`src/lmr_consts.vh`:
```
`ifndef LMR_CONSTS_VH
`define LMR_CONSTS_VH
`define LMR_ADDR_LAT     6'h02
`define LMR_ADDR_IO      6'h03
`define LMR_ADDR_TEMP    6'h04
`define LMR_ADDR_ID      6'h05
`define LMR_ADDR_CTRL    6'h0D
`define LMR_LAT_RESET    8'h00
`define LMR_IO_RESET     8'h31
`define LMR_TEMP_RESET   8'h03
`define LMR_RATE_DEFAULT 3'h3
`define LMR_RATE_DERATE  3'h6
`define LMR_LAT_WLEV_BIT 7
`define LMR_IO_PROT_BIT  2
`define LMR_TEMP_WR_MASK 8'h78
`define LMR_TEMP_PRE_BIT 4
`define LMR_BL32_EXTRA   8'h08
`define LMR_ID_DEFAULT   8'h3C
`endif

```
`src/lmr_latency_decode.v`:
```
`timescale 1ns/1ps
`default_nettype none
`include "lmr_consts.vh"
module lmr_latency_decode (
	input  wire [7:0] lat_cfg_i,
	input  wire       rd_inv_i,
	output reg  [7:0] read_latency_o,
	output reg  [7:0] write_latency_o,
	output reg  [7:0] rtp_count_o
);
	// --------------------------------
	// Table lookups
	// --------------------------------
	always @*
	begin
		case (lat_cfg_i[2:0])
		3'h0: read_latency_o = rd_inv_i ? 8'h06 : 8'h06;
		3'h1: read_latency_o = rd_inv_i ? 8'h0C : 8'h0A;
		3'h2: read_latency_o = rd_inv_i ? 8'h10 : 8'h0E;
		3'h3: read_latency_o = rd_inv_i ? 8'h16 : 8'h14;
		3'h4: read_latency_o = rd_inv_i ? 8'h1C : 8'h18;
		3'h5: read_latency_o = rd_inv_i ? 8'h20 : 8'h1C;
		3'h6: read_latency_o = rd_inv_i ? 8'h24 : 8'h20;
		default: read_latency_o = rd_inv_i ? 8'h28 : 8'h24;
		endcase
		case (lat_cfg_i[2:0])
		3'h4: rtp_count_o = 8'h0A;
		3'h5: rtp_count_o = 8'h0C;
		3'h6: rtp_count_o = 8'h0E;
		3'h7: rtp_count_o = 8'h10;
		default: rtp_count_o = 8'h08;
		endcase
		case (lat_cfg_i[5:3])
		3'h0: write_latency_o = 8'h04;
		3'h1: write_latency_o = lat_cfg_i[6] ? 8'h08 : 8'h06;
		3'h2: write_latency_o = lat_cfg_i[6] ? 8'h0C : 8'h08;
		3'h3: write_latency_o = lat_cfg_i[6] ? 8'h12 : 8'h0A;
		3'h4: write_latency_o = lat_cfg_i[6] ? 8'h16 : 8'h0C;
		3'h5: write_latency_o = lat_cfg_i[6] ? 8'h1A : 8'h0E;
		3'h6: write_latency_o = lat_cfg_i[6] ? 8'h1E : 8'h10;
		default: write_latency_o = lat_cfg_i[6] ? 8'h22 : 8'h12;
		endcase
	end
endmodule // lmr_latency_decode
`default_nettype wire

```
`src/lmr_precharge_timer.v`:
```
`timescale 1ns/1ps
`default_nettype none
`include "lmr_consts.vh"
module lmr_precharge_timer (
	input  wire       ref_clk_i,
	input  wire       rst_b_i,
	input  wire       start_i,
	input  wire       bl32_i,
	input  wire [7:0] rtp_count_i,
	output reg        precharge_o,
	output reg        busy_o
);
	reg [7:0] cnt_q;
	// --------------------------------
	// Countdown to internal precharge
	// --------------------------------
	always @(posedge ref_clk_i or negedge rst_b_i)
	begin
		if (!rst_b_i)
		begin
			cnt_q       <= 8'h00;
			precharge_o <= 1'b0;
			busy_o      <= 1'b0;
		end
		else
		begin
			precharge_o <= 1'b0;
			if (start_i)
			begin
				// Extra clocks cover the second half of a long burst
				cnt_q  <= bl32_i ? rtp_count_i + `LMR_BL32_EXTRA
				                 : rtp_count_i;
				busy_o <= 1'b1;
			end
			else if (busy_o)
			begin
				if (cnt_q <= 8'h01)
				begin
					busy_o      <= 1'b0;
					precharge_o <= 1'b1;
				end
				cnt_q <= cnt_q - 8'h01;
			end
		end
	end
endmodule // lmr_precharge_timer
`default_nettype wire

```
`src/lmr_mode_regs.v`:
```
`timescale 1ns/1ps
`default_nettype none
`include "lmr_consts.vh"
module lmr_mode_regs #(
	parameter [7:0] MAKER_ID = `LMR_ID_DEFAULT // Arbitrary value
) (
	input  wire       ref_clk_i,
	input  wire       rst_b_i,
	input  wire       mrw_i,
	input  wire       mrr_i,
	input  wire [5:0] ma_i,
	input  wire [7:0] op_i,
	input  wire       init_done_i,
	input  wire [2:0] sensor_rate_i,
	input  wire       derate_i,
	input  wire       rd_ap_i,
	input  wire       bl32_i,
	output reg  [7:0] rd_data_o,
	output reg        rd_valid_o,
	output reg  [7:0] read_latency_o,
	output reg  [7:0] write_latency_o,
	output reg  [7:0] rtp_count_o,
	output reg        write_leveling_o,
	output reg        read_inversion_enable_o,
	output reg        write_inversion_enable_o,
	output reg        pullup_calibration_point_o,
	output reg        write_postamble_length_o,
	output reg  [2:0] pulldown_drive_strength_o,
	output reg        repair_protection_o,
	output reg        repair_entry_o,
	output reg        self_refresh_cancel_o,
	output reg  [1:0] thermal_offset_o,
	output reg        precharge_o
);
	// --------------------------------
	// Storage
	// --------------------------------
	reg  [7:0] lat_q [0:1];
	reg  [7:0] io_q  [0:1];
	reg  [7:0] temp_q;
	reg        prot_q;
	reg  [7:0] ctrl_q;
	reg  [2:0] rs1_q;
	reg  [2:0] rs2_q;
	reg        dr1_q;
	reg        dr2_q;
	reg        id1_q;
	reg        id2_q;
	reg        ap1_q;
	reg        ap2_q;
	reg        b1_q;
	reg        b2_q;
	wire       wsel;
	wire       osel;
	wire [2:0] rate_now;
	wire [7:0] rl_w;
	wire [7:0] wl_w;
	wire [7:0] rtp_w;
	wire       pc_w;
	reg        ap_d1_q;
	assign wsel = ctrl_q[6];
	assign osel = ctrl_q[7];
	// Sensor level is known only once initialization finishes
	assign rate_now = !id2_q ? `LMR_RATE_DEFAULT :
	                  dr2_q  ? `LMR_RATE_DERATE : rs2_q;

	// --------------------------------
	// Input synchronisers
	// --------------------------------
	always @(posedge ref_clk_i or negedge rst_b_i)
	begin
		if (!rst_b_i)
		begin
			rs1_q <= 3'h0;
			rs2_q <= 3'h0;
			dr1_q <= 1'b0;
			dr2_q <= 1'b0;
			id1_q <= 1'b0;
			id2_q <= 1'b0;
			ap1_q <= 1'b0;
			ap2_q <= 1'b0;
			b1_q  <= 1'b0;
			b2_q  <= 1'b0;
			ap_d1_q <= 1'b0;
		end
		else
		begin
			// Multi-bit sensor code may tear briefly; temp_q[2:0] takes the torn value and the next cycle corrects it
			rs1_q <= sensor_rate_i;
			rs2_q <= rs1_q;
			dr1_q <= derate_i;
			dr2_q <= dr1_q;
			id1_q <= init_done_i;
			id2_q <= id1_q;
			ap1_q <= rd_ap_i;
			ap2_q <= ap1_q;
			b1_q  <= bl32_i;
			b2_q  <= b1_q;
			ap_d1_q <= ap2_q;
		end
	end

	// --------------------------------
	// Mode register writes
	// --------------------------------
	always @(posedge ref_clk_i or negedge rst_b_i)
	begin
		if (!rst_b_i)
		begin
			lat_q[0] <= `LMR_LAT_RESET;
			lat_q[1] <= `LMR_LAT_RESET;
			io_q[0]  <= `LMR_IO_RESET;
			io_q[1]  <= `LMR_IO_RESET;
			temp_q   <= `LMR_TEMP_RESET;
			prot_q   <= 1'b0;
			ctrl_q   <= 8'h00;
		end
		else
		begin
			// While leveling, only a latency write is acted on
			if (mrw_i && (!lat_q[osel][`LMR_LAT_WLEV_BIT] ||
			    ma_i == `LMR_ADDR_LAT))
			begin
				case (ma_i)
				`LMR_ADDR_LAT: lat_q[wsel] <= op_i;
				`LMR_ADDR_IO:
				begin
					io_q[wsel] <= op_i;
					if (op_i[`LMR_IO_PROT_BIT])
						prot_q <= 1'b1;
				end
				`LMR_ADDR_TEMP:
				begin
					temp_q[6:5] <= op_i[6:5];
					temp_q[3]   <= op_i[3];
					if (!(prot_q && op_i[`LMR_TEMP_PRE_BIT]))
						temp_q[4] <= op_i[4];
				end
				`LMR_ADDR_CTRL: ctrl_q <= op_i;
				default: ;
				endcase
			end
			temp_q[2:0] <= rate_now;
			// A change wins over a same-cycle read clear
			if (id2_q && rate_now != temp_q[2:0])
				temp_q[7] <= 1'b1;
			else if (mrr_i && ma_i == `LMR_ADDR_TEMP)
				temp_q[7] <= 1'b0;
		end
	end

	// --------------------------------
	// Mode register reads
	// --------------------------------
	always @(posedge ref_clk_i or negedge rst_b_i)
	begin
		if (!rst_b_i)
		begin
			rd_data_o  <= 8'h00;
			rd_valid_o <= 1'b0;
		end
		else
		begin
			rd_valid_o <= mrr_i;
			if (mrr_i)
			begin
				case (ma_i)
				`LMR_ADDR_LAT:  rd_data_o <= lat_q[wsel];
				`LMR_ADDR_IO:   rd_data_o <= {io_q[wsel][7:3], prot_q,
				                              io_q[wsel][1:0]};
				`LMR_ADDR_TEMP: rd_data_o <= temp_q;
				`LMR_ADDR_ID:   rd_data_o <= MAKER_ID;
				`LMR_ADDR_CTRL: rd_data_o <= ctrl_q;
				default:        rd_data_o <= 8'h00;
				endcase
			end
		end
	end

	// --------------------------------
	// Active set point decode
	// --------------------------------
	lmr_latency_decode u_dec (
		.lat_cfg_i       (lat_q[osel]),
		.rd_inv_i        (io_q[osel][6]),
		.read_latency_o  (rl_w),
		.write_latency_o (wl_w),
		.rtp_count_o     (rtp_w)
	);

	lmr_precharge_timer u_pc (
		.ref_clk_i   (ref_clk_i),
		.rst_b_i     (rst_b_i),
		.start_i     (ap2_q && !ap_d1_q),
		.bl32_i      (b2_q),
		.rtp_count_i (rtp_w),
		.precharge_o (pc_w),
		.busy_o      ()
	);

	always @(posedge ref_clk_i or negedge rst_b_i)
	begin
		if (!rst_b_i)
		begin
			read_latency_o             <= 8'h06;
			write_latency_o            <= 8'h04;
			rtp_count_o                <= 8'h08;
			write_leveling_o           <= 1'b0;
			read_inversion_enable_o    <= 1'b0;
			write_inversion_enable_o   <= 1'b0;
			pullup_calibration_point_o <= 1'b1;
			write_postamble_length_o   <= 1'b0;
			pulldown_drive_strength_o  <= 3'h6;
			repair_protection_o        <= 1'b0;
			repair_entry_o             <= 1'b0;
			self_refresh_cancel_o      <= 1'b0;
			thermal_offset_o           <= 2'h0;
			precharge_o                <= 1'b0;
		end
		else
		begin
			read_latency_o             <= rl_w;
			write_latency_o            <= wl_w;
			rtp_count_o                <= rtp_w;
			write_leveling_o           <= lat_q[osel][7];
			read_inversion_enable_o    <= io_q[osel][6];
			write_inversion_enable_o   <= io_q[osel][7];
			pullup_calibration_point_o <= io_q[osel][0];
			write_postamble_length_o   <= io_q[osel][1];
			pulldown_drive_strength_o  <= io_q[osel][5:3];
			repair_protection_o        <= prot_q;
			repair_entry_o             <= temp_q[4];
			self_refresh_cancel_o      <= temp_q[3];
			thermal_offset_o           <= temp_q[6:5];
			precharge_o                <= pc_w;
		end
	end
endmodule // lmr_mode_regs
`default_nettype wire

```
`config.mk`:
```
export PLATFORM = sky130hd
export DESIGN_NAME = lmr_mode_regs
export DESIGN_NICKNAME = d
export VERILOG_FILES = /design/src/lmr_latency_decode.v /design/src/lmr_precharge_timer.v /design/src/lmr_mode_regs.v
export VERILOG_INCLUDE_DIRS = /design/src
export SDC_FILE = /design/constraint.sdc
export NUM_CORES = 1
export LEC_CHECK = 0
export ABC_AREA = 0
export BUFFER_PORTS_ARGS = -buffer_cell sky130_fd_sc_hd__buf_4
export CORE_MARGIN = 5
export CORE_UTILIZATION = 56
export DETAILED_ROUTE_END_ITERATION = 10
export MAX_ROUTING_LAYER = met4
export PLACE_DENSITY = 0.79
export SLEW_MARGIN = 40
export SYNTH_ARGS = -nofsm -noshare
export SYNTH_HDL_FRONTEND = slang
export SYNTH_SLANG_ARGS = --single-unit
```
`constraint.sdc`:
```
create_clock -name ref_clk_i -period 2.1 [get_ports ref_clk_i]
set_input_delay 0.42 -clock ref_clk_i [delete_from_list [all_inputs] [get_ports ref_clk_i]]
set_output_delay 0.42 -clock ref_clk_i [all_outputs]
set_load 0.05 [all_outputs]
```
==> results by group <==
Status
  – Status: complete, no violations

Clocking
  – Maximum clock insertion buffer count: 2
  – Clock buffers created by TritonCTS: 9
  – Latest clock arrival within the worst-skew pair: 360 ps
  – Clock sink total: 109
  – Clock-pin slew on the worst setup and hold paths: 100 ps
  – Post_cts resized: 0
  – Clock H-tree levels: 3
  – CTS tree: done
  – Hold-fix buffers at CTS: 0
  – Number of buffers added for setup after CTS: 0
  – Cell at the root of the clock tree: clkbuf_8

Final layout
  – Utilization after layout: 68.2%
  – Number of antenna diodes: 0
  – Fill cell count: 599
  – Layout cell share with drive strength beyond 1: 42.5%
  – Final Cell Area: 5570 sq um
  – FF/Latch Area: 2750 sq um
  – Area added between synthesis and finish: 19.4%
  – Combined area of the multi-input logic cells: 1820 sq um
  – Number of nets in the layout: 449

Timing
  – Total count of hold-check failures in the final report: 0
  – Minimum period implied by the final worst setup slack: 2000 ps
  – Fraction of the cycle the final worst path needs: 95.4%
  – Setup repair after global routing missed its margin: false
  – Peak Freq: 0.499 GHz
  – Setup violations, final: 0
  – Minimum hold slack: 1.32 ps
  – Final Slew Violations: 0
  – Worst clock skew on the final layout: 5.35 ps
  – Slew headroom: 57.7%
  – Slew at the pin closest to its max-slew limit: 634 ps

Logic synthesis
  – Mapped Cells: 338
  – Number of distinct library cells after synthesis: 50
  – Primary flip-flop cell chosen by synthesis mapping: dfrtp_1
  – Area leader, netlist: dfrtp_1
  – Share of flip-flops with an asynchronous set or reset: 100%
  – Cell area after synthesis: 4670 sq um
  – Register bit count reported by yosys: 109
  – Most used standard cell by instance count after synthesis: dfrtp_1
  – Number of enable flip-flop cells after synthesis: 0
  – Leading post-synthesis cells by cell area: dfrtp_1 50%, mux2_2 11%, dfstp_2 8.4%
  – Most common library cells after synthesis: 94 x dfrtp_1, 46 x mux2_2, 16 x nor2_1, 15 x dfstp_2
  – Average footprint of a synthesized cell: 13.8 sq um
  – Post-synth top area share: 50.4%
  – Fraction of the yosys area taken by sequential cells: 58.8%
  – Warnings, synthesis: 0

Power
  – Fraction of power spent switching nets: 32.5%
  – Leakage: 2.66 nW
  – Power share of the clock group: 24.0%
  – Register share of total power: 51.0%
  – Internal: 3.41 mW
  – Peak supply drop: 0.498 mV
  – Logic pwr share: 25.1%
  – Psw: 1.64 mW
  – Total power after layout: 5.04 mW
  – Total power per unit cell area: 905 nW/um^2

Detailed routing
  – Remaining DRCs: 0
  – Average detailed-routed wire length per instance: 17.2 microns
  – Vias per cell: 5.50
  – Antenna viol nets, final: 0
  – Routed Wire Length: 9.15 mm
  – Vias: 2918
  – DRC violation total after the first TritonRoute iteration: 100
  – First-pass iteration count of the detailed router: 4

Min path
  – Tightest Hold Check Type: in -> async

Floorplanning
  – I/O pins: 72
  – Initial standard-cell utilization of the core: 57.1%
  – Die X-Extent: 101 microns
  – Vertical extent of the die: 101 microns
  – Core Region: 8180 sq um
  – Area of the die: 10300 sq um
  – Cell Rows: 33

Critical path
  – Critical Path, Cell by Cell: buf_4 > or3b_1 > or3_1 > or4b_4 > mux2_4
  – Cell with the largest stage delay on the worst path: or4b_4
  – Slowest Stage Delay on Critical Path: 660 ps
  – Worst setup path category: in -> reg
  – Total stage count of the critical path: 5
  – Buffers plus inverters on the worst setup path: 1
  – Number of cells traversed by the worst register-to-register path: 5
  – Required time reported for the critical path endpoint: 2360 ps
  – Worst setup path start: ma_i[3]
  – Worst-path maximum fanout: 8
  – CP endpoint kind: flop
  – Data arrival time of the critical path: 2260 ps
  – Reg2Reg Launch Point: ctrl_q[7]
  – Nature of the critical path startpoint: input pin
  – Family of cells with the greatest summed delay on the critical path: simple AND/OR/NAND/NOR gates

Place
  – # port buffers: 61
  – Area after DPL: 5380 sq um
  – DP HPWL: 6.66 mm
  – Final RePlAce weighted congestion: 0.848

Global route
  – First-pass GRT wire length: 15.0 mm
  – All-Layer GR Usage: 19.8%
  – Largest net degree at the start of global routing: 39
  – Remaining global-route overflow: 0
  – Number of global-route vias before repair: 2956
  – Number of antenna violations at the first check in global routing: 0

Flow run
  – # Max-Cap Violations: 0
## registers in the layout (all words and copies together) (netlist names), 2 cells and up
| signal | flops |
|---|---|
| rtp_count_o | 4 |
| rd_data_o | 8 |
| ctrl_q | 8 |
| u_pc.cnt_q | 8 |
| rs2_q | 3 |
| temp_q | 8 |
| rs1_q | 3 |
| pulldown_drive_strength_o | 3 |
| thermal_offset_o | 2 |
| lat_q | 16 |
| read_latency_o | 5 |
| io_q | 14 |
| write_latency_o | 5 |
## worst paths after layout
kind,end,slack [ps]
worst max-delay path,lat_q[4],100
min in group ref_clk_i,rs1_q[2],150
worst min register to register,ap2_q,360
worst max register to register,io_q[14],140
max in group asynchronous,pulldown_drive_strength_o[1],1460
worst min-delay path,rs2_q[2],1
## per-layer routing
layer | up-vias | wire length [microns] | GRT usage (%)
met5 | - | 0 | -
met4 | 0 | 142 | 7.46
met3 | 11 | 425 | 3.93
met2 | 61 | 4630 | 30.7
met1 | 1484 | 3950 | 26.0
li1 | 1362 | - | -
## cells in the final DEF, fill, tap and decap left out, types with 5 or more instances in the layout
master    Yosys  layout
nand2_1      11      11
xnor2_1       9       9
mux2i_1      11      11
a21o_1        5       5
mux2_2       46      38
a21oi_1       7       7
buf_4        10      80
mux4_2        7       7
a22oi_1       6       6
nand3_1       7       7
mux2_4        8      16
clkbuf_8      0      11
nor2b_1       7       7
conb_1        1      10
inv_1        10      10
o21ai_0       6       6
dfrtp_1      94      94
nor2_1       16      16
dfstp_2      15      15
## metrics by stage
step,setup WS (ps),TNS (ps),cells
5_1_grt,73.8,0,531
3_5_place_dp,-286,-5670,515
4_1_cts,111,0,531
3_3_place_gp,-273,-5690,515
6_report,97.5,0,531
2_1_floorplan,-222,-3280,347
## power groups by stage
stage | logic (mW) | clock network [mW] | registers [mW]
after global routing | 1.37 | 1.34 | 2.60
after detailed placement | 1.27 | 0 | 2.61
after CTS | 1.27 | 1.24 | 2.57
final | 1.26 | 1.21 | 2.57
after global placement | 1.23 | 0 | 2.60
after floorplan | 0.628 | 0 | 2.84
## layout make-up
| type | instances | area share [%] |
|---|---|---|
| well taps | 105 | 2.36 |
| repair buffers | 82 | 11.5 |
| clock inverters | 5 | 0.741 |
| clock buffers | 11 | 2.72 |
| inverters | 10 | 0.674 |
| multi-input cells | 209 | 32.7 |
| flip-flops and latches | 109 | 49.3 |
## kinds of logic after synthesis
family / Yosys count / share of synthesized area (%)
fa+ha+maj: 3 / 0.804
buf+inv: 29 / 3.48
mux: 72 / 19.4
simple gates: 68 / 8.39
other cells: 1 / 0.0803
xor+xnor: 13 / 2.44
flops: 109 / 58.8
compound gates: 43 / 6.57
Power figures use the tool's default switching activity.
